==> config.mk <==
export PLATFORM = sky130hd
export DESIGN_NAME = swd_ctrl
export DESIGN_NICKNAME = d
export VERILOG_FILES = /design/src/shared/swd_pkg.sv /design/src/swd_ctrl.sv
export SDC_FILE = /design/constraint.sdc
export NUM_CORES = 1
export LEC_CHECK = 0
export BUFFER_PORTS_ARGS = -buffer_cell sky130_fd_sc_hd__buf_4
export CORE_ASPECT_RATIO = 2
export CORE_MARGIN = 2
export CORE_UTILIZATION = 50
export CTS_CLUSTER_SIZE = 20
export DETAILED_ROUTE_END_ITERATION = 6
export PLACE_DENSITY_LB_ADDON = 0.15
export SLEW_MARGIN = 20
export SYNTH_ARGS = -nofsm -noshare
export SYNTH_HDL_FRONTEND = slang
export SYNTH_SLANG_ARGS = --single-unit
==> constraint.sdc <==
create_clock -name clk -period 3.19 [get_ports clk]
set_input_delay 0.319 -clock clk [delete_from_list [all_inputs] [get_ports clk]]
set_output_delay 0.319 -clock clk [all_outputs]
set_load 0.05 [all_outputs]
==> src/shared/swd_pkg.sv <==
// Constants and types for the sleep and watchdog control block.
// Assumes a single 20 MHz core clock and an Avalon-MM register master.
package swd_pkg;

  // Clock rate
  localparam int unsigned CLK_HZ = 20000000;

  // Opcodes seen on the fetch strobe
  localparam logic [7:0] OP_NOP  = 8'hFF;
  localparam logic [7:0] OP_STOP = 8'h6F;
  localparam logic [7:0] OP_HALT = 8'h7F;
  localparam logic [7:0] OP_WDT  = 8'h5F;
  localparam logic [7:0] OP_WDT_HALT = 8'h4F;

  // Restart vector after stop recovery
  localparam logic [15:0] STOP_VECTOR = 16'h000C;

  // Reset extension in crystal cycles after the power-on delay
  localparam logic [15:0] WDT_EXTRA_CYC = 16'h0012;

  // Low-EMI clock ceiling and the divider stage
  localparam int unsigned LOW_EMI_MAX_HZ = 4000000;
  localparam logic [3:0] EMI_DIV_CNT =
    4'((CLK_HZ + LOW_EMI_MAX_HZ - 1) / LOW_EMI_MAX_HZ - 1);
  localparam logic [3:0] STD_DIV_CNT = 4'h1;

  // Register byte addresses
  localparam logic [3:0] ADDR_CTRL   = 4'h0;
  localparam logic [3:0] ADDR_STATUS = 4'h4;
  localparam logic [3:0] ADDR_P2DIR  = 4'h8;

  // Control register fields
  localparam int CTL_LOW_EMI   = 0;
  localparam int CTL_RC_OSC    = 1;
  localparam int CTL_PROTECT   = 2;
  localparam int CTL_NO_LATCH  = 3;
  localparam int CTL_PERM_WDT  = 4;
  localparam int CTL_OSC32K    = 5;
  localparam int CTL_W         = 6;

  // Reset value of the port 2 direction register (all inputs)
  localparam logic [7:0] P2DIR_RESET = 8'hFF;

  // Power modes
  typedef enum logic [1:0] {
    SWD_RUN,
    SWD_HALT,
    SWD_STOP
  } swd_mode_t;

endpackage

==> src/swd_ctrl.sv <==
// Sleep mode, watchdog and option control for a small controller core.
// Assumes a core that presents each executed opcode with a one-cycle
// strobe, an interrupt controller that reports a serviced request, and
// a supply monitor level; all are on clk unless named as a pin.
//
// The implementer's own choices: the Avalon-MM slave port and the placing of the registers.
`timescale 1ns/100ps

module swd_ctrl
  import swd_pkg::*;
#(
  parameter int unsigned WDT_PERIOD_CYC = 32'd20000,
  parameter int unsigned POR_DELAY_CYC  = 32'd10000
)(
  input  wire logic       clk,
  input  wire logic       nrst,
  // Opcode strobe from the core
  input  wire logic       op_valid,
  input  wire logic [7:0] op_code,
  // Interrupt controller reports a serviced enabled request
  input  wire logic       irq_serviced,
  // Pins and monitor
  input  wire logic       stop_recovery_input,
  input  wire logic       supply_low,
  // Avalon-MM slave
  input  wire logic [3:0] avs_address,
  input  wire logic       avs_read,
  input  wire logic       avs_write,
  input  wire logic [31:0] avs_writedata,
  input  wire logic [3:0] avs_byteenable,
  output logic [31:0]     avs_readdata,
  output logic            avs_waitrequest,
  output logic [1:0]      avs_response,
  // Outputs toward the core and pads
  output logic            cpu_clk_en,
  output logic            osc_en,
  output logic            rc_osc_sel,
  output logic            xtal_en,
  output logic            osc32k_sel,
  output logic            div2_bypass,
  output logic            sys_clk_tick,
  output logic            timer_clock,
  output logic            irq_a_d_active,
  output logic            ext_read_block,
  output logic            prog_load_allow,
  output logic            auto_latch_en,
  output logic            sys_reset_n,
  output logic            pc_load,
  output logic [15:0]     pc_vector,
  output logic            flag_write,
  output logic            flag_z,
  output logic            flag_s,
  output logic            flag_v,
  output logic [7:0]      port2_direction_reg
);

  //////////////////////////////////////////////////////////////////////////
  // Derived counts
  localparam logic [31:0] WDT_LIM = 32'(WDT_PERIOD_CYC);
  localparam logic [31:0] RST_LIM =
    32'(POR_DELAY_CYC) + 32'(WDT_EXTRA_CYC);

  // Bus response codes
  localparam logic [1:0] RESP_OKAY   = 2'b00;
  localparam logic [1:0] RESP_SLVERR = 2'b10;

  // Register address decode
  function automatic logic hit(input logic [3:0] a, input logic [3:0] r);
    hit = (a == r);
  endfunction

  // Whole module state
  typedef struct packed {
    swd_mode_t       mode;
    logic [2:0]      rec_sync;
    logic            rec_low;
    logic [2:0]      lv_sync;
    logic            lv_low;
    logic            wdt_on;
    logic            wdt_halt;
    logic [31:0]     wdt_cnt;
    logic [31:0]     rst_cnt;
    logic            rst_act;
    logic            perm_done;
    logic [CTL_W-1:0] ctl;
    logic [7:0]      p2dir;
    logic [3:0]      div_cnt;
    logic            tick;
    logic            ack;
    logic [31:0]     rdata;
    logic [1:0]      resp;
    logic            pc_ld;
    logic            fl_wr;
  } swd_state_t;

  swd_state_t s_q;
  swd_state_t s_d;

  logic wdt_run;
  logic wdt_tmo;
  logic op_ok;

  //////////////////////////////////////////////////////////////////////////
  // Watchdog gating by mode
  always_comb
  begin
    op_ok   = op_valid && (s_q.mode == SWD_RUN) && !s_q.rst_act;
    wdt_run = s_q.wdt_on && !s_q.rst_act;
    if (s_q.ctl[CTL_PERM_WDT])
      wdt_run = !s_q.rst_act;
    else if (s_q.mode == SWD_STOP)
      wdt_run = 1'b0;
    else if (s_q.mode == SWD_HALT && !s_q.wdt_halt)
      wdt_run = 1'b0;
    wdt_tmo = wdt_run && (s_q.wdt_cnt >= WDT_LIM - 32'd1);
  end

  //////////////////////////////////////////////////////////////////////////
  // Next-state logic
  always_comb
  begin
    s_d       = s_q;
    s_d.pc_ld = 1'b0;
    s_d.fl_wr = 1'b0;
    s_d.ack   = 1'b0;

    // Pin and monitor synchronisers; change once stages two and three agree
    // Only the shift reads stage one, so a metastable first flop never
    // reaches the mode logic; a one-cycle glitch is filtered out too.
    s_d.rec_sync = {s_q.rec_sync[1:0], stop_recovery_input};
    if (s_q.rec_sync[2] == s_q.rec_sync[1])
      s_d.rec_low = !s_q.rec_sync[2];
    s_d.lv_sync = {s_q.lv_sync[1:0], supply_low};
    if (s_q.lv_sync[2] == s_q.lv_sync[1])
      s_d.lv_low = s_q.lv_sync[2];

    // Clock divider: divide-by-two or low-EMI ceiling
    s_d.tick = 1'b0;
    if (s_q.div_cnt == 4'h0)
    begin
      s_d.tick    = 1'b1;
      s_d.div_cnt = s_q.ctl[CTL_LOW_EMI] ? EMI_DIV_CNT
                                         : STD_DIV_CNT;
    end
    else
      s_d.div_cnt = s_q.div_cnt - 4'h1;

    // Opcode handling and mode sequencing
    case (s_q.mode)
      SWD_RUN:
      begin
        if (op_ok && op_code == OP_HALT)
          s_d.mode = SWD_HALT;
        else if (op_ok && op_code == OP_STOP)
          s_d.mode = SWD_STOP;
      end
      SWD_HALT:
        if (irq_serviced)
          s_d.mode = SWD_RUN;
      SWD_STOP:
        if (s_q.rec_low)
        begin
          s_d.mode  = SWD_RUN;
          s_d.pc_ld = 1'b1;
        end
      default:
        s_d.mode = SWD_RUN;
    endcase

    // Watchdog opcodes; no instruction turns the watchdog off
    if (op_ok && op_code == OP_WDT)
    begin
      s_d.wdt_on = 1'b1;
      s_d.fl_wr  = 1'b1;
    end
    if (op_ok && op_code == OP_WDT_HALT && s_q.wdt_on)
      s_d.wdt_halt = 1'b1;

    // Permanent option arms the watchdog once after reset
    if (!s_q.perm_done && !s_q.rst_act)
    begin
      s_d.perm_done = 1'b1;
      if (s_q.ctl[CTL_PERM_WDT])
        s_d.wdt_on = 1'b1;
    end

    // Watchdog counter
    // A clear in the cycle where the count hits its limit comes too late:
    // the timeout below already fires, so software must clear early.
    if (op_ok && op_code == OP_WDT && s_q.wdt_on)
      s_d.wdt_cnt = '0;
    else if (wdt_run)
      s_d.wdt_cnt = s_q.wdt_cnt + 32'd1;

    // Internal reset: watchdog timeout or low supply
    if (wdt_tmo || s_q.lv_low)
    begin
      s_d.rst_act   = 1'b1;
      s_d.rst_cnt   = '0;
      s_d.mode      = SWD_RUN;
      s_d.wdt_on    = 1'b0;
      s_d.wdt_halt  = 1'b0;
      s_d.wdt_cnt   = '0;
      s_d.perm_done = 1'b0;
      s_d.p2dir     = P2DIR_RESET;
    end
    else if (s_q.rst_act)
    begin
      if (s_q.rst_cnt >= RST_LIM - 32'd1)
        s_d.rst_act = 1'b0;
      else
        s_d.rst_cnt = s_q.rst_cnt + 32'd1;
    end

    // Avalon slave: one wait cycle, answer on the second edge
    if ((avs_read || avs_write) && !s_q.ack)
    begin
      s_d.ack  = 1'b1;
      s_d.resp = RESP_OKAY;
      s_d.rdata = '0;
      if (hit(avs_address, ADDR_CTRL))
      begin
        if (avs_write && avs_byteenable[0])
          s_d.ctl = avs_writedata[CTL_W-1:0];
        s_d.rdata[CTL_W-1:0] = s_q.ctl;
      end
      else if (hit(avs_address, ADDR_STATUS))
        s_d.rdata[7:0] = {2'b00, s_q.rst_act, s_q.wdt_halt,
                          s_q.wdt_on, 1'b0, s_q.mode};
      else if (hit(avs_address, ADDR_P2DIR))
      begin
        // Kept across stop recovery; only reset or software change it
        if (avs_write && avs_byteenable[0])
          s_d.p2dir = avs_writedata[7:0];
        s_d.rdata[7:0] = s_q.p2dir;
      end
      else
        s_d.resp = RESP_SLVERR;
    end
  end

  //////////////////////////////////////////////////////////////////////////
  // State register
  always_ff @(posedge clk or negedge nrst)
  begin
    if (!nrst)
    begin
      s_q          <= '0;
      s_q.mode     <= SWD_RUN;
      s_q.rec_sync <= 3'b111;
      s_q.rst_act  <= 1'b1;
      s_q.p2dir    <= P2DIR_RESET;
      s_q.div_cnt  <= STD_DIV_CNT;
    end
    else
      s_q <= s_d;
  end

  //////////////////////////////////////////////////////////////////////////
  // Bus outputs
  // Waitrequest is combinational so every request stalls one cycle;
  // data and response come from flops set on the taking edge.
  always_comb
  begin
    avs_waitrequest = (avs_read || avs_write) && !s_q.ack;
    avs_readdata    = s_q.rdata;
    avs_response    = s_q.resp;
  end

  //////////////////////////////////////////////////////////////////////////
  // Clock gating by power mode
  // HALT keeps oscillator and timers alive; STOP freezes all but the recovery
  // and supply synchronisers and the permanent watchdog, which run on the free core clock.
  always_comb
  begin
    cpu_clk_en     = (s_q.mode == SWD_RUN);
    osc_en         = (s_q.mode != SWD_STOP);
    irq_a_d_active = (s_q.mode != SWD_STOP);
  end

  //////////////////////////////////////////////////////////////////////////
  // Option bits
  // The slow oscillator loses to the RC option; the crystal runs only
  // when neither alternative is chosen and the part is not stopped.
  always_comb
  begin
    rc_osc_sel      = s_q.ctl[CTL_RC_OSC];
    osc32k_sel      = s_q.ctl[CTL_OSC32K] && !s_q.ctl[CTL_RC_OSC];
    xtal_en         = osc_en && !rc_osc_sel && !osc32k_sel;
    div2_bypass     = s_q.ctl[CTL_LOW_EMI];
    ext_read_block  = s_q.ctl[CTL_PROTECT];
    prog_load_allow = 1'b1;
    auto_latch_en   = !s_q.ctl[CTL_NO_LATCH];
  end

  //////////////////////////////////////////////////////////////////////////
  // Ticks: system tick stops in HALT and STOP, timer tick only in STOP
  always_comb
  begin
    sys_clk_tick = s_q.tick && cpu_clk_en;
    timer_clock  = s_q.tick && osc_en;
  end

  //////////////////////////////////////////////////////////////////////////
  // Core-facing reset, restart and flag outputs
  // Flag values are constants; only the write strobe is timed.
  always_comb
  begin
    sys_reset_n         = !s_q.rst_act;
    pc_load             = s_q.pc_ld;
    pc_vector           = STOP_VECTOR;
    flag_write          = s_q.fl_wr;
    flag_z              = 1'b1;
    flag_s              = 1'b0;
    flag_v              = 1'b0;
    port2_direction_reg = s_q.p2dir;
  end

endmodule // swd_ctrl

Word-level counts from Yosys, hierarchy flattened
Index checks and enable logic that the tools add are counted.
{"block": "totals", "register_bits": 110, "in_bits": 56, "wordCells": 121}
{"block": "classes", "add_sub_neg": 3, "order_cmp": 2, "n_eq_ne": 15, "muxes": 42, "reduce_logical": 39}
{"operator": "32-bit two-way mux", "n": 3}
{"operator": "33-bit two-way mux", "n": 2}
{"operator": "32-bit by 1-bit adder with 32-bit output, second input constant", "n": 2}
{"operator": "8-bit two-way mux", "n": 8}
{"operator": "35-bit two-way mux", "n": 1}
{"operator": "34-bit two-way mux", "n": 1}
{"operator": "8-bit by 7-bit == test with 1-bit output, second input constant", "n": 4}
{"operator": "32-bit by 14-bit greater-or-equal comparator with 1-bit output, second input constant", "n": 1}
{"operator": "32-bit by 15-bit greater-or-equal comparator with 1-bit output, second input constant", "n": 1}
{"operator": "1-bit logical AND", "n": 19}
{"operator": "2-bit two-way mux", "n": 9}
{"operator": "1-bit two-way mux", "n": 14}
{"operator": "1-bit zero test", "n": 8}
{"operator": "4-bit zero test", "n": 2}
{"operator": "6-bit two-way mux", "n": 1}
{"operator": "3-bit by 2-bit inequality test with 1-bit output, second input constant", "n": 2}
{"operator": "2-bit one-hot mux with 3 select lines", "n": 1}
{"operator": "3-bit AND reduction", "n": 2}
{"operator": "2-bit nonzero test", "n": 3}
{"operator": "4-bit by 3-bit == test with 1-bit output, second input constant", "n": 1}
{"operator": "4-bit == test, second input constant", "n": 1}
{"operator": "4-bit two-way mux", "n": 1}
{"operator": "2-bit inequality test, second input constant", "n": 2}
{"operator": "4-bit by 1-bit inequality test with 1-bit output, second input constant", "n": 1}
{"operator": "other kinds (9)", "n": 11}

Longest topological paths before layout
Gate-level depths: netlist (run 1).
{"block": "logic_depth", "ltp_word": 13, "ltp_mapped": 9, "mapped_depth_nobuf": 7}

Worst setup path after synthesis (run 1)
Ideal clock, no wire load.
{"block": "synth_timing", "path_kind": "reg2out", "from": "register s_q[132] in the netlist's numbering", "to": "output xtal_en", "t_arrival_ns": 2.153, "required_time_ns": 2.871, "slack_ns": 0.718, "stages_incl_launch_ff": 3, "cell_sequence": "dfrtp_1 > nand2b_1 > nor3b_1"}
{"block": "synth_between", "elab_chain_cells": 3}
{"element": "start: declaration", "line_no": "swd_ctrl.sv:96", "source": "swd_state_t s_q;"}
{"element": "2-bit inequality test"}
{"element": "net irq_a_d_active", "line_no": "swd_ctrl.sv:43", "source": "output logic irq_a_d_active,"}
{"element": "1-bit logical AND (2 in a row)", "line_no": "swd_ctrl.sv:289", "source": "xtal_en = osc_en && !rc_osc_sel && !osc32k_sel;"}
{"element": "end: declaration", "line_no": "swd_ctrl.sv:38", "source": "output logic xtal_en,"}
The timed path passes the listed nets, and every way through them passes these cells.

Final worst setup path (run 1)
{"block": "layout_timing", "from": "register s_q[57] in the netlist's numbering", "to": "register s_q[69] in the netlist's numbering"}
{"block": "layout_between", "elab_chain_cells": 9, "word_cells_on_any_way": 11}
{"element": "1-bit zero test", "line_no": "swd_ctrl.sv:108, swd_ctrl.sv:110"}
{"element": "1-bit logical AND", "line_no": "swd_ctrl.sv:108", "source": "wdt_run = s_q.wdt_on && !s_q.rst_act;"}
{"element": "1-bit two-way mux", "line_no": "swd_ctrl.sv:113", "source": "else if (s_q.mode == SWD_HALT && !s_q.wdt_halt)"}
{"element": "1-bit two-way mux", "line_no": "swd_ctrl.sv:111", "source": "else if (s_q.mode == SWD_STOP)"}
{"element": "1-bit two-way mux", "line_no": "swd_ctrl.sv:109", "source": "if (s_q.ctl[CTL_PERM_WDT])"}
{"element": "1-bit logical AND", "line_no": "swd_ctrl.sv:115", "source": "wdt_tmo = wdt_run && (s_q.wdt_cnt >= WDT_LIM - 32'd1);"}
{"element": "1-bit logical OR", "line_no": "swd_ctrl.sv:196", "source": "if (wdt_tmo || s_q.lv_low)"}
{"element": "2-bit inequality test (no line) / 2-bit nonzero test (equally long branches)"}
{"element": "2-bit AND reduction (no line)"}
Several ways; a longest one is shown, not always the timed one.
A chain may end at the register's enable or synchronous reset.

==> flow_summary.yaml, run 1 <==
status:
  outcome: "finished, final reports clean"
routing:
  wirelength_um: 11000
  remaining_drc_errors: 0
  drtIter0Drc: 197
  postRouteAntennaNets: 0
  vias_per_cell: 5.53
  wl_per_cell_um: 15.5
  firstDrtPassIters: 4
  vias: 3922
synthesis:
  async_flop_share_pct: 100
  ys_types: 52
  ys_seq_area_share_pct: 50.2
  synth-seq-cells: 109
  synthTopCellsByArea: "dfrtp_1 44%, buf_4 8.8%, dfstp_2 6.3%"
  yosys-top-cells-count: "96 x dfrtp_1, 64 x buf_4, 43 x nor3_1"
  synth_top_area_share_pct: 44.0
  syn_area_mm2: 0.00546
  yosys_warnings: 0
  synth_most_common_cell: "dfrtp_1"
  synth_top_area_cell: "dfrtp_1"
  avgSynthCellArea_um2: 10.4
  netlist_instances: 527
  synth_edf_count: 0
  synthFlopType: "dfrtp_1"
die:
  fp-row-count: 54
  ios: 133
  die-width_um: 77.9
  core_area_mm2: 0.0108
  die_h_um: 152
  start_util_pct: 50.5
  die_area_mm2: 0.0118
cts:
  clkSlewWorstSetupHoldPaths_ps: 70
  h-tree-depth: 3
  cts_sinks: 109
  clockRootBuffer: "clkbuf_16"
  post_cts_buffers: 0
  cts_buffers: 9
  cts_tree: "built"
  postCtsHoldBufs: 0
  cts_resized: 0
  clockBufferDepth: 2
  clk_latency_ps: 340
power_and_ir_drop:
  p_per_area_mw_per_mm2: 537
  total_power_uw: 3260
  p_leak_uw: 0.00278
  vdd.ir_drop.worst_mv: 0.320
sta:
  hold-worst-slack_ps: 24.7
  finalCriticalPeriod_ps: 2600
  hold_violations: 0
  rsz0062_at_grt: "false"
  slew_violations: 0
  setup_viol: 0
  fmax_mhz: 385
  worst_pin_slew_ps: 764
  post-route-period-util_pct: 81.5
  skew_ps: 9.69
  tns_ps: 0
  relSlewSlack_pct: 49.1
critical_path:
  crit_type: "flop to flop"
  crit_path_frequent_cell: "or4_1"
  cp.required_ps: 3460
  crit_chain: "nor4b_2 > nand4_1 > or4_1 > or4_1 > a21oi_1"
  cp-start-kind: "flop"
  reg2reg_depth: 5
  worstPathArrival_ps: 2870
  worst_path_max_delay_cell: "or4_1"
  slowest_delay_ps: 780
  cp_max_fo: 25
  worst_setup_path_end_kind: "flop"
final_layout:
  nets: 624
  final_layout_size_suffix_gt1_share_pct: 19.9
  syn2layout_area_growth_pct: 11.0
  largest_register_ffs: 83
  fillers: 969
  fin_area_mm2: 0.00606
  diodes: 0
global_routing:
  antenna_found_initial: 0
  grt_start_max_net_pins: 55
  grt_use_total_pct: 19.5
  grt_pass1_vias: 3909
  grt_overflow: 0
  grt_pass1_wl_um: 18700
worst_hold_path:
  hp-class: "input port to async pin"
placement:
  gp_congestion: 0.803
  postPlaceCellArea_mm2: 0.00579
  place_hpwl_um: 7750
  io_buffer_count: 60
job:
  cap_violations: 0
-- power by group --
group | total (µW) | internal [µW] | switching, µW
registers | 1580 | 1480 | 95.8
logic | 632 | 194 | 438
clock network | 1050 | 533 | 515
-- cell type report --
type                       instances  area [µm²]  share of cell area (%)
clock buffer                       9         225                    3.71
clock inverter                     7        51.3                   0.846
inverter                          13        48.8                   0.805
multi-input combinational        361        2270                    37.4
sequential                       109        2740                    45.2
tap                              140         175                    2.89
timing repair buffer              70         551                    9.08
-- placed cells by master, fill, tap and decap left out, types with 3 or more instances in the layout --
cell type  instances
nor2_1            13
or4_1             13
mux2_2             6
a41oi_1            3
conb_1            45
nand2b_1           9
a211oi_1           3
mux2i_1            7
inv_1             13
nor3_1            43
nand2_1           24
and2_1             4
and4_1             6
buf_4             68
nor2b_1           22
dfrtp_1           96
o21ai_0           15
nand4_1           10
xnor2_1           16
a31oi_1           11
clkbuf_16          9
o31a_1             9
o31ai_1           12
nor4b_1            7
nand3_1           14
nor4_1            13
and3_1             9
dfstp_2           13
a22o_1             5
ha_1               4
a21oi_1           15
-- routing by layer --
metal / global-route usage, % / up-vias / part of all wire (%)
met2: 33.8 / 92 / 55
met3: 3.44 / 13 / 3.3
met1: 23.9 / 1944 / 40
li1: - / 1873 / -
met4: 7.35 / 0 / 1.7
met5: 0 / - / 0
-- logic make-up after synthesis --
group	Yosys count	share of synthesized area [%]
xor+xnor	16	2.57
simple gates	198	21.1
compound gates	84	10.8
buf+inv	100	11.5
other cells	2	0.138
fa+ha+maj	5	1.10
mux	13	2.52
flops	109	50.2
-- worst max-delay path, delay by kind of cell, from the launching register on --
| kind | cells | cell delay, ps |
|---|---|---|
| AO/OA/AOI/OAI | 1 | 160 |
| flip-flops | 1 | 630 |
| AND/OR/NAND/NOR | 4 | 1740 |
-- through the flow --
| step | util, % | setup WS [ps] | cells |
|---|---|---|---|
| after global routing | 56.1 | 451 | 709 |
| after detailed placement | 53.5 | 592 | 693 |
| final | 56.1 | 591 | 709 |
| after global placement | 53.5 | 645 | 693 |
| after CTS | 56.1 | 561 | 709 |
| after floorplan | - | 718 | 570 |
-- final timing paths --
path	startpoint	to	slack [ps]
worst max-delay path	s_q[57]	s_q[69]	590
worst min-delay path	nrst	s_q[73]	20
worst max register to register	s_q[57]	s_q[69]	590
worst min register to register	s_d[126]	s_d[127]	350
max in group asynchronous	nrst	port2_direction_reg[4]	2410
min in group clk	stop_recovery_input	s_d[130]	70
No activity file was read; power rests on OpenSTA's default activity.
==> inputs of run 2 (changes only) <==
--- a/config.mk
+++ b/config.mk
@@ -8,7 +8,7 @@
 export BUFFER_PORTS_ARGS = -buffer_cell sky130_fd_sc_hd__buf_4
 export CORE_ASPECT_RATIO = 2
 export CORE_MARGIN = 2
-export CORE_UTILIZATION = 50
+export CORE_UTILIZATION = 49
 export CTS_CLUSTER_SIZE = 20
 export DETAILED_ROUTE_END_ITERATION = 6
 export PLACE_DENSITY_LB_ADDON = 0.15
==> constraint.sdc (replaced) <==
create_clock -name clk -period 2.1 [get_ports clk]
set_input_delay 0.21 -clock clk [delete_from_list [all_inputs] [get_ports clk]]
set_output_delay 0.21 -clock clk [all_outputs]
set_load 0.05 [all_outputs]
==> run 2 against run 1 <==
The flow now finishes with violations (setup timing). Final cell count is 5.2% higher. Register-to-register slack worse by 700 ps. Core utilization is 4.3 points higher. Routed wire length is 7.9% higher. Sequential power is 51% higher. First-iteration DRC count is 14% lower. Largest power group unchanged.
==> flow_summary.yaml, run 2 (synthesis results as in run 1) <==
routing:
  vias_per_cell: 5.57
  wl_per_cell_um: 15.9
  remaining_drc_errors: 0
  firstDrtPassIters: 4
  wirelength_um: 11800
  drtIter0Drc: 169
  postRouteAntennaNets: 0
  vias: 4155
cts:
  cts_buffers: 9
  clockBufferDepth: 2
  cts_tree: "built"
  clockRootBuffer: "clkbuf_16"
  clk_latency_ps: 350
  cts_sinks: 109
  h-tree-depth: 3
  clkSlewWorstSetupHoldPaths_ps: 80
job:
  cap_violations: 0
sta:
  rsz0062_at_grt: "true"
  setup_ws_ps: -106
  finalCriticalPeriod_ps: 2210
  slew_violations: 0
  fmax_mhz: 453
  hold_violations: 0
  relSlewSlack_pct: 60.5
  setup_viol: 13
  post-route-period-util_pct: 105
  skew_ps: 12.0
  worst_pin_slew_ps: 590
global_routing:
  grt_pass1_vias: 4129
  grt_pass1_wl_um: 19400
  grt-busiest-layer: "met2"
  grt_start_max_net_pins: 59
  grt_use_total_pct: 20.3
  use_met3_pct: 3.13
  antenna_found_initial: 0
  met1_usage_pct: 23.2
  grt_util_met2_pct: 35.9
  grt_overflow: 0
die:
  ios: 133
  die-width_um: 78.7
  die_h_um: 153
  start_util_pct: 50.2
  fp-row-count: 54
  die_area_mm2: 0.0121
  core_area_mm2: 0.0109
final_layout:
  final_common_cell: "dfrtp_1"
  nets: 661
  final_cell_mix: "96 x dfrtp_1, 95 x buf_4, 45 x conb_1, 41 x nor3_1, 24 x nand2_1"
  multi_input_area_mm2: 0.00241
  syn2layout_area_growth_pct: 20.4
  seqCellArea_mm2: 0.00274
  largest_register_ffs: 83
  final_layout_size_suffix_gt1_share_pct: 27.9
  stdcell_count: 746
  fillers: 943
  diodes: 0
status:
  violations: "setup timing"
  outcome: "finished, violations left"
placement:
  dp.cells: 720
  gp_congestion: 0.814
  io_buffer_count: 60
  place_hpwl_um: 8300
critical_path:
  cp_max_fo: 13
  cp.required_ps: 2390
  worst_setup_path_end_kind: "flop"
  crit_type: "flop to flop"
  worstPathArrival_ps: 2490
  cp-start-kind: "flop"
power_and_ir_drop:
  p_leak_uw: 0.00303
  vdd.ir_drop.worst_mv: 0.633
  p_per_area_mw_per_mm2: 786
  total_power_uw: 5170
worst_hold_path:
  hp-class: "input port to flop"
-- run 2: path summary, 6_finish.rpt --
check,startpoint,to,slack [ps],cells past startpoint
max,s_q[82],s_q[63],-110,6
min,op_code[5],flag_write,100,2
max reg2reg,s_q[82],s_q[63],-110,6
min reg2reg,s_d[130],s_d[131],360,0
max in group asynchronous,nrst,s_d[131],1070,3
min in group asynchronous,nrst,s_q[113],290,2
-- run 2: timing repair --
item / in CTS / in global routing
resized for setup: 10 / 22
hold buffers: 3 / 0
endpoints found under the setup margin: 17 / 33
cloned: 0 / 1
pin swaps: 3 / 4
hold endpoints to repair: 24 / 0
buffers inserted: 4 / 2
-- run 2: routing by layer --
metal | wire length, µm | share of wire [%]
met1 | 4420 | 37
met2 | 6640 | 56
met3 | 398 | 3.4
met4 | 379 | 3.2
met5 | 0 | 0
-- run 2: power breakdown --
group	internal [µW]	switching, µW
logic	373	719
registers	2250	141
clock network	930	751
-- run 2: metrics by stage --
step	setup TNS (ps)	area, µm²	worst slack (ps)	hold WS, ps	utilization, %
finish	-785	6570	-106	97.1	60.4
floorplan	-33.1	5640	-33.1	-85.6	-
CTS	-669	6450	-96.2	82.3	59.3
global placement	-1020	6030	-123	136	55.4
global route	-2430	6570	-217	90.1	60.4
detailed placement	-1500	6030	-160	137	55.4
-- run 2: final cells by class --
class,instances,share of cell area [%]
multi-input combinational,361,36.6
sequential,109,41.7
inverter,13,0.742
clock inverter,5,0.933
timing repair buffer,107,13.8
tap,140,2.66
clock buffer,11,3.54
-- run 2: critical path, stage by stage, from the launching register on --
cell	delay [ps]
dfrtp_1	400
nor4_2	310
nand4_1	170
or4_4	470
buf_12	160
or4_1	490
a21oi_2	150
==> inputs of run 3 (changes only) <==
--- a/config.mk
+++ b/config.mk
@@ -12,6 +12,7 @@
 export CTS_CLUSTER_SIZE = 20
 export DETAILED_ROUTE_END_ITERATION = 6
 export PLACE_DENSITY_LB_ADDON = 0.15
+export RECOVER_POWER = 50
 export SLEW_MARGIN = 20
 export SYNTH_ARGS = -nofsm -noshare
 export SYNTH_HDL_FRONTEND = slang
==> run 3 against run 2 <==
The flow still finishes with violations (setup timing). Via count decreased by 0.14%. Final cell count stayed put. Design area is 0.19% lower. Critical path depth did not move. Sequential cell count is the same. Die area unchanged. Core utilization fell by 0.11 points. Maximum frequency rose by 0.17%. Worst hold slack better by 0.74 ps. First-iteration DRC count is 3.0% lower. Critical path type unchanged. Largest cell class unchanged. Largest power group unchanged.
==> flow_summary.yaml, run 3 (synthesis results as in run 1) <==
status:
  outcome: "finished, violations left"
  violations: "setup timing"
die:
  core_area_mm2: 0.0109
  ios: 133
  die_area_mm2: 0.0121
  die_h_um: 153
  start_util_pct: 50.2
  die-width_um: 78.7
  fp-row-count: 54
cts:
  h-tree-depth: 3
  clkSlewWorstSetupHoldPaths_ps: 80
  clockBufferDepth: 2
  cts_sinks: 109
  cts_buffers: 9
  clk_latency_ps: 350
  cts_tree: "built"
  clockRootBuffer: "clkbuf_16"
critical_path:
  cp-start-kind: "flop"
  worstPathArrival_ps: 2490
  cp_max_fo: 13
  worst_setup_path_end_kind: "flop"
  cp.required_ps: 2390
  crit_type: "flop to flop"
power_and_ir_drop:
  p_sw_uw: 1610
  vdd.ir_drop.worst_mv: 0.632
  p_sw_share_pct: 31.2
  clkPwrFrac_pct: 32.6
  p_leak_uw: 0.00302
  p_per_area_mw_per_mm2: 786
  p_comb_share_pct: 21.1
  total_power_uw: 5160
  internal_power_uw: 3550
  seqPwrFrac_pct: 46.3
routing:
  vias: 4149
  vias_per_cell: 5.56
  wirelength_um: 11800
  remaining_drc_errors: 0
  postRouteAntennaNets: 0
  wl_per_cell_um: 15.8
  firstDrtPassIters: 4
  drtIter0Drc: 164
sta:
  setup_viol: 13
  relSlewSlack_pct: 11.4
  hold_violations: 0
  post-route-period-util_pct: 105
  skew_ps: 11.8
  tns_ps: -719
  slew_violations: 0
  setup_ws_ps: -102
  rsz0062_at_grt: "true"
  fmax_mhz: 454
  finalCriticalPeriod_ps: 2200
  worst_pin_slew_ps: 1330
placement:
  place_hpwl_um: 8300
  gp_congestion: 0.814
  io_buffer_count: 60
final_layout:
  final_cell_mix: "96 x dfrtp_1, 92 x buf_4, 45 x conb_1, 41 x nor3_1, 24 x nand2_1"
  diodes: 0
  final_common_cell: "dfrtp_1"
  final_layout_size_suffix_gt1_share_pct: 27.4
  syn2layout_area_growth_pct: 20.1
  largest_register_ffs: 83
  nets: 661
  fillers: 943
global_routing:
  grt_pass1_wl_um: 19400
  grt_pass1_vias: 4129
  antenna_found_initial: 0
  grt_overflow: 0
  grt_use_total_pct: 20.3
  grt_start_max_net_pins: 59
job:
  cap_violations: 0
worst_hold_path:
  hp-class: "input port to flop"
run 3: stage by stage:
step           utilization, %  instance area [µm²]  setup WS [ps]  hold slack [ps]  instances
6_report                 60.3                 6560           -102             97.8        746
4_1_cts                  59.3                 6450          -96.2             82.3        743
3_3_place_gp             55.4                 6030           -123              136        720
5_1_grt                  60.3                 6560           -217             90.1        746
2_1_floorplan               -                 5640          -33.1            -85.6        570
3_5_place_dp             55.4                 6030           -160              137        720
run 3: critical path, cell delays in order (launching register included):
cell and delay, ps:
dfrtp_1 400, nor4_2 310, nand4_1 170, or4_4 470, buf_12 160, or4_1 490
a21oi_2 150
run 3: path summary, 6_finish.rpt:
check	startpoint	endpoint	slack, ps	cells past startpoint
worst max-delay path	s_q[82]	s_q[63]	-100	6
worst max register to register	s_q[82]	s_q[63]	-100	6
max in group asynchronous	nrst	port2_direction_reg[0]	260	3
worst min register to register	s_d[130]	s_d[131]	360	0
min in group asynchronous	nrst	s_q[113]	670	2
worst min-delay path	op_code[5]	flag_write	100	2
run 3: cell type report:
type | instances | area (µm²) | area share, %
clock buffer | 11 | 233 | 3.55
clock inverter | 5 | 61.3 | 0.934
inverter | 13 | 48.8 | 0.744
multi-input combinational | 361 | 2410 | 36.7
sequential | 109 | 2740 | 41.8
tap | 140 | 175 | 2.67
timing repair buffer | 107 | 893 | 13.6
run 3: power groups by stage:
stage	registers, µW	logic (µW)	clock network (µW)
global placement	2420	1020	0
CTS	2390	1060	1730
global route	2410	1170	1820
detailed placement	2430	1040	0
finish	2390	1090	1680
floorplan	2430	780	0
run 3: routing by layer:
layer | vias up | part of all wire [%] | global-route usage, %
met2 | 122 | 56 | 35.9
met1 | 2035 | 37 | 23.2
met5 | - | 0 | 0
met4 | 0 | 3.3 | 10.4
met3 | 36 | 3.6 | 3.13
li1 | 1956 | - | -
run 3: timing repair:
action	CTS	global route
endpoints found under the setup margin	17	33
pin swaps	3	4
setup buffers	4	2
endpoints found under the hold margin	24	0
cloned	0	1
gates resized for setup	10	22
hold buffers	3	0
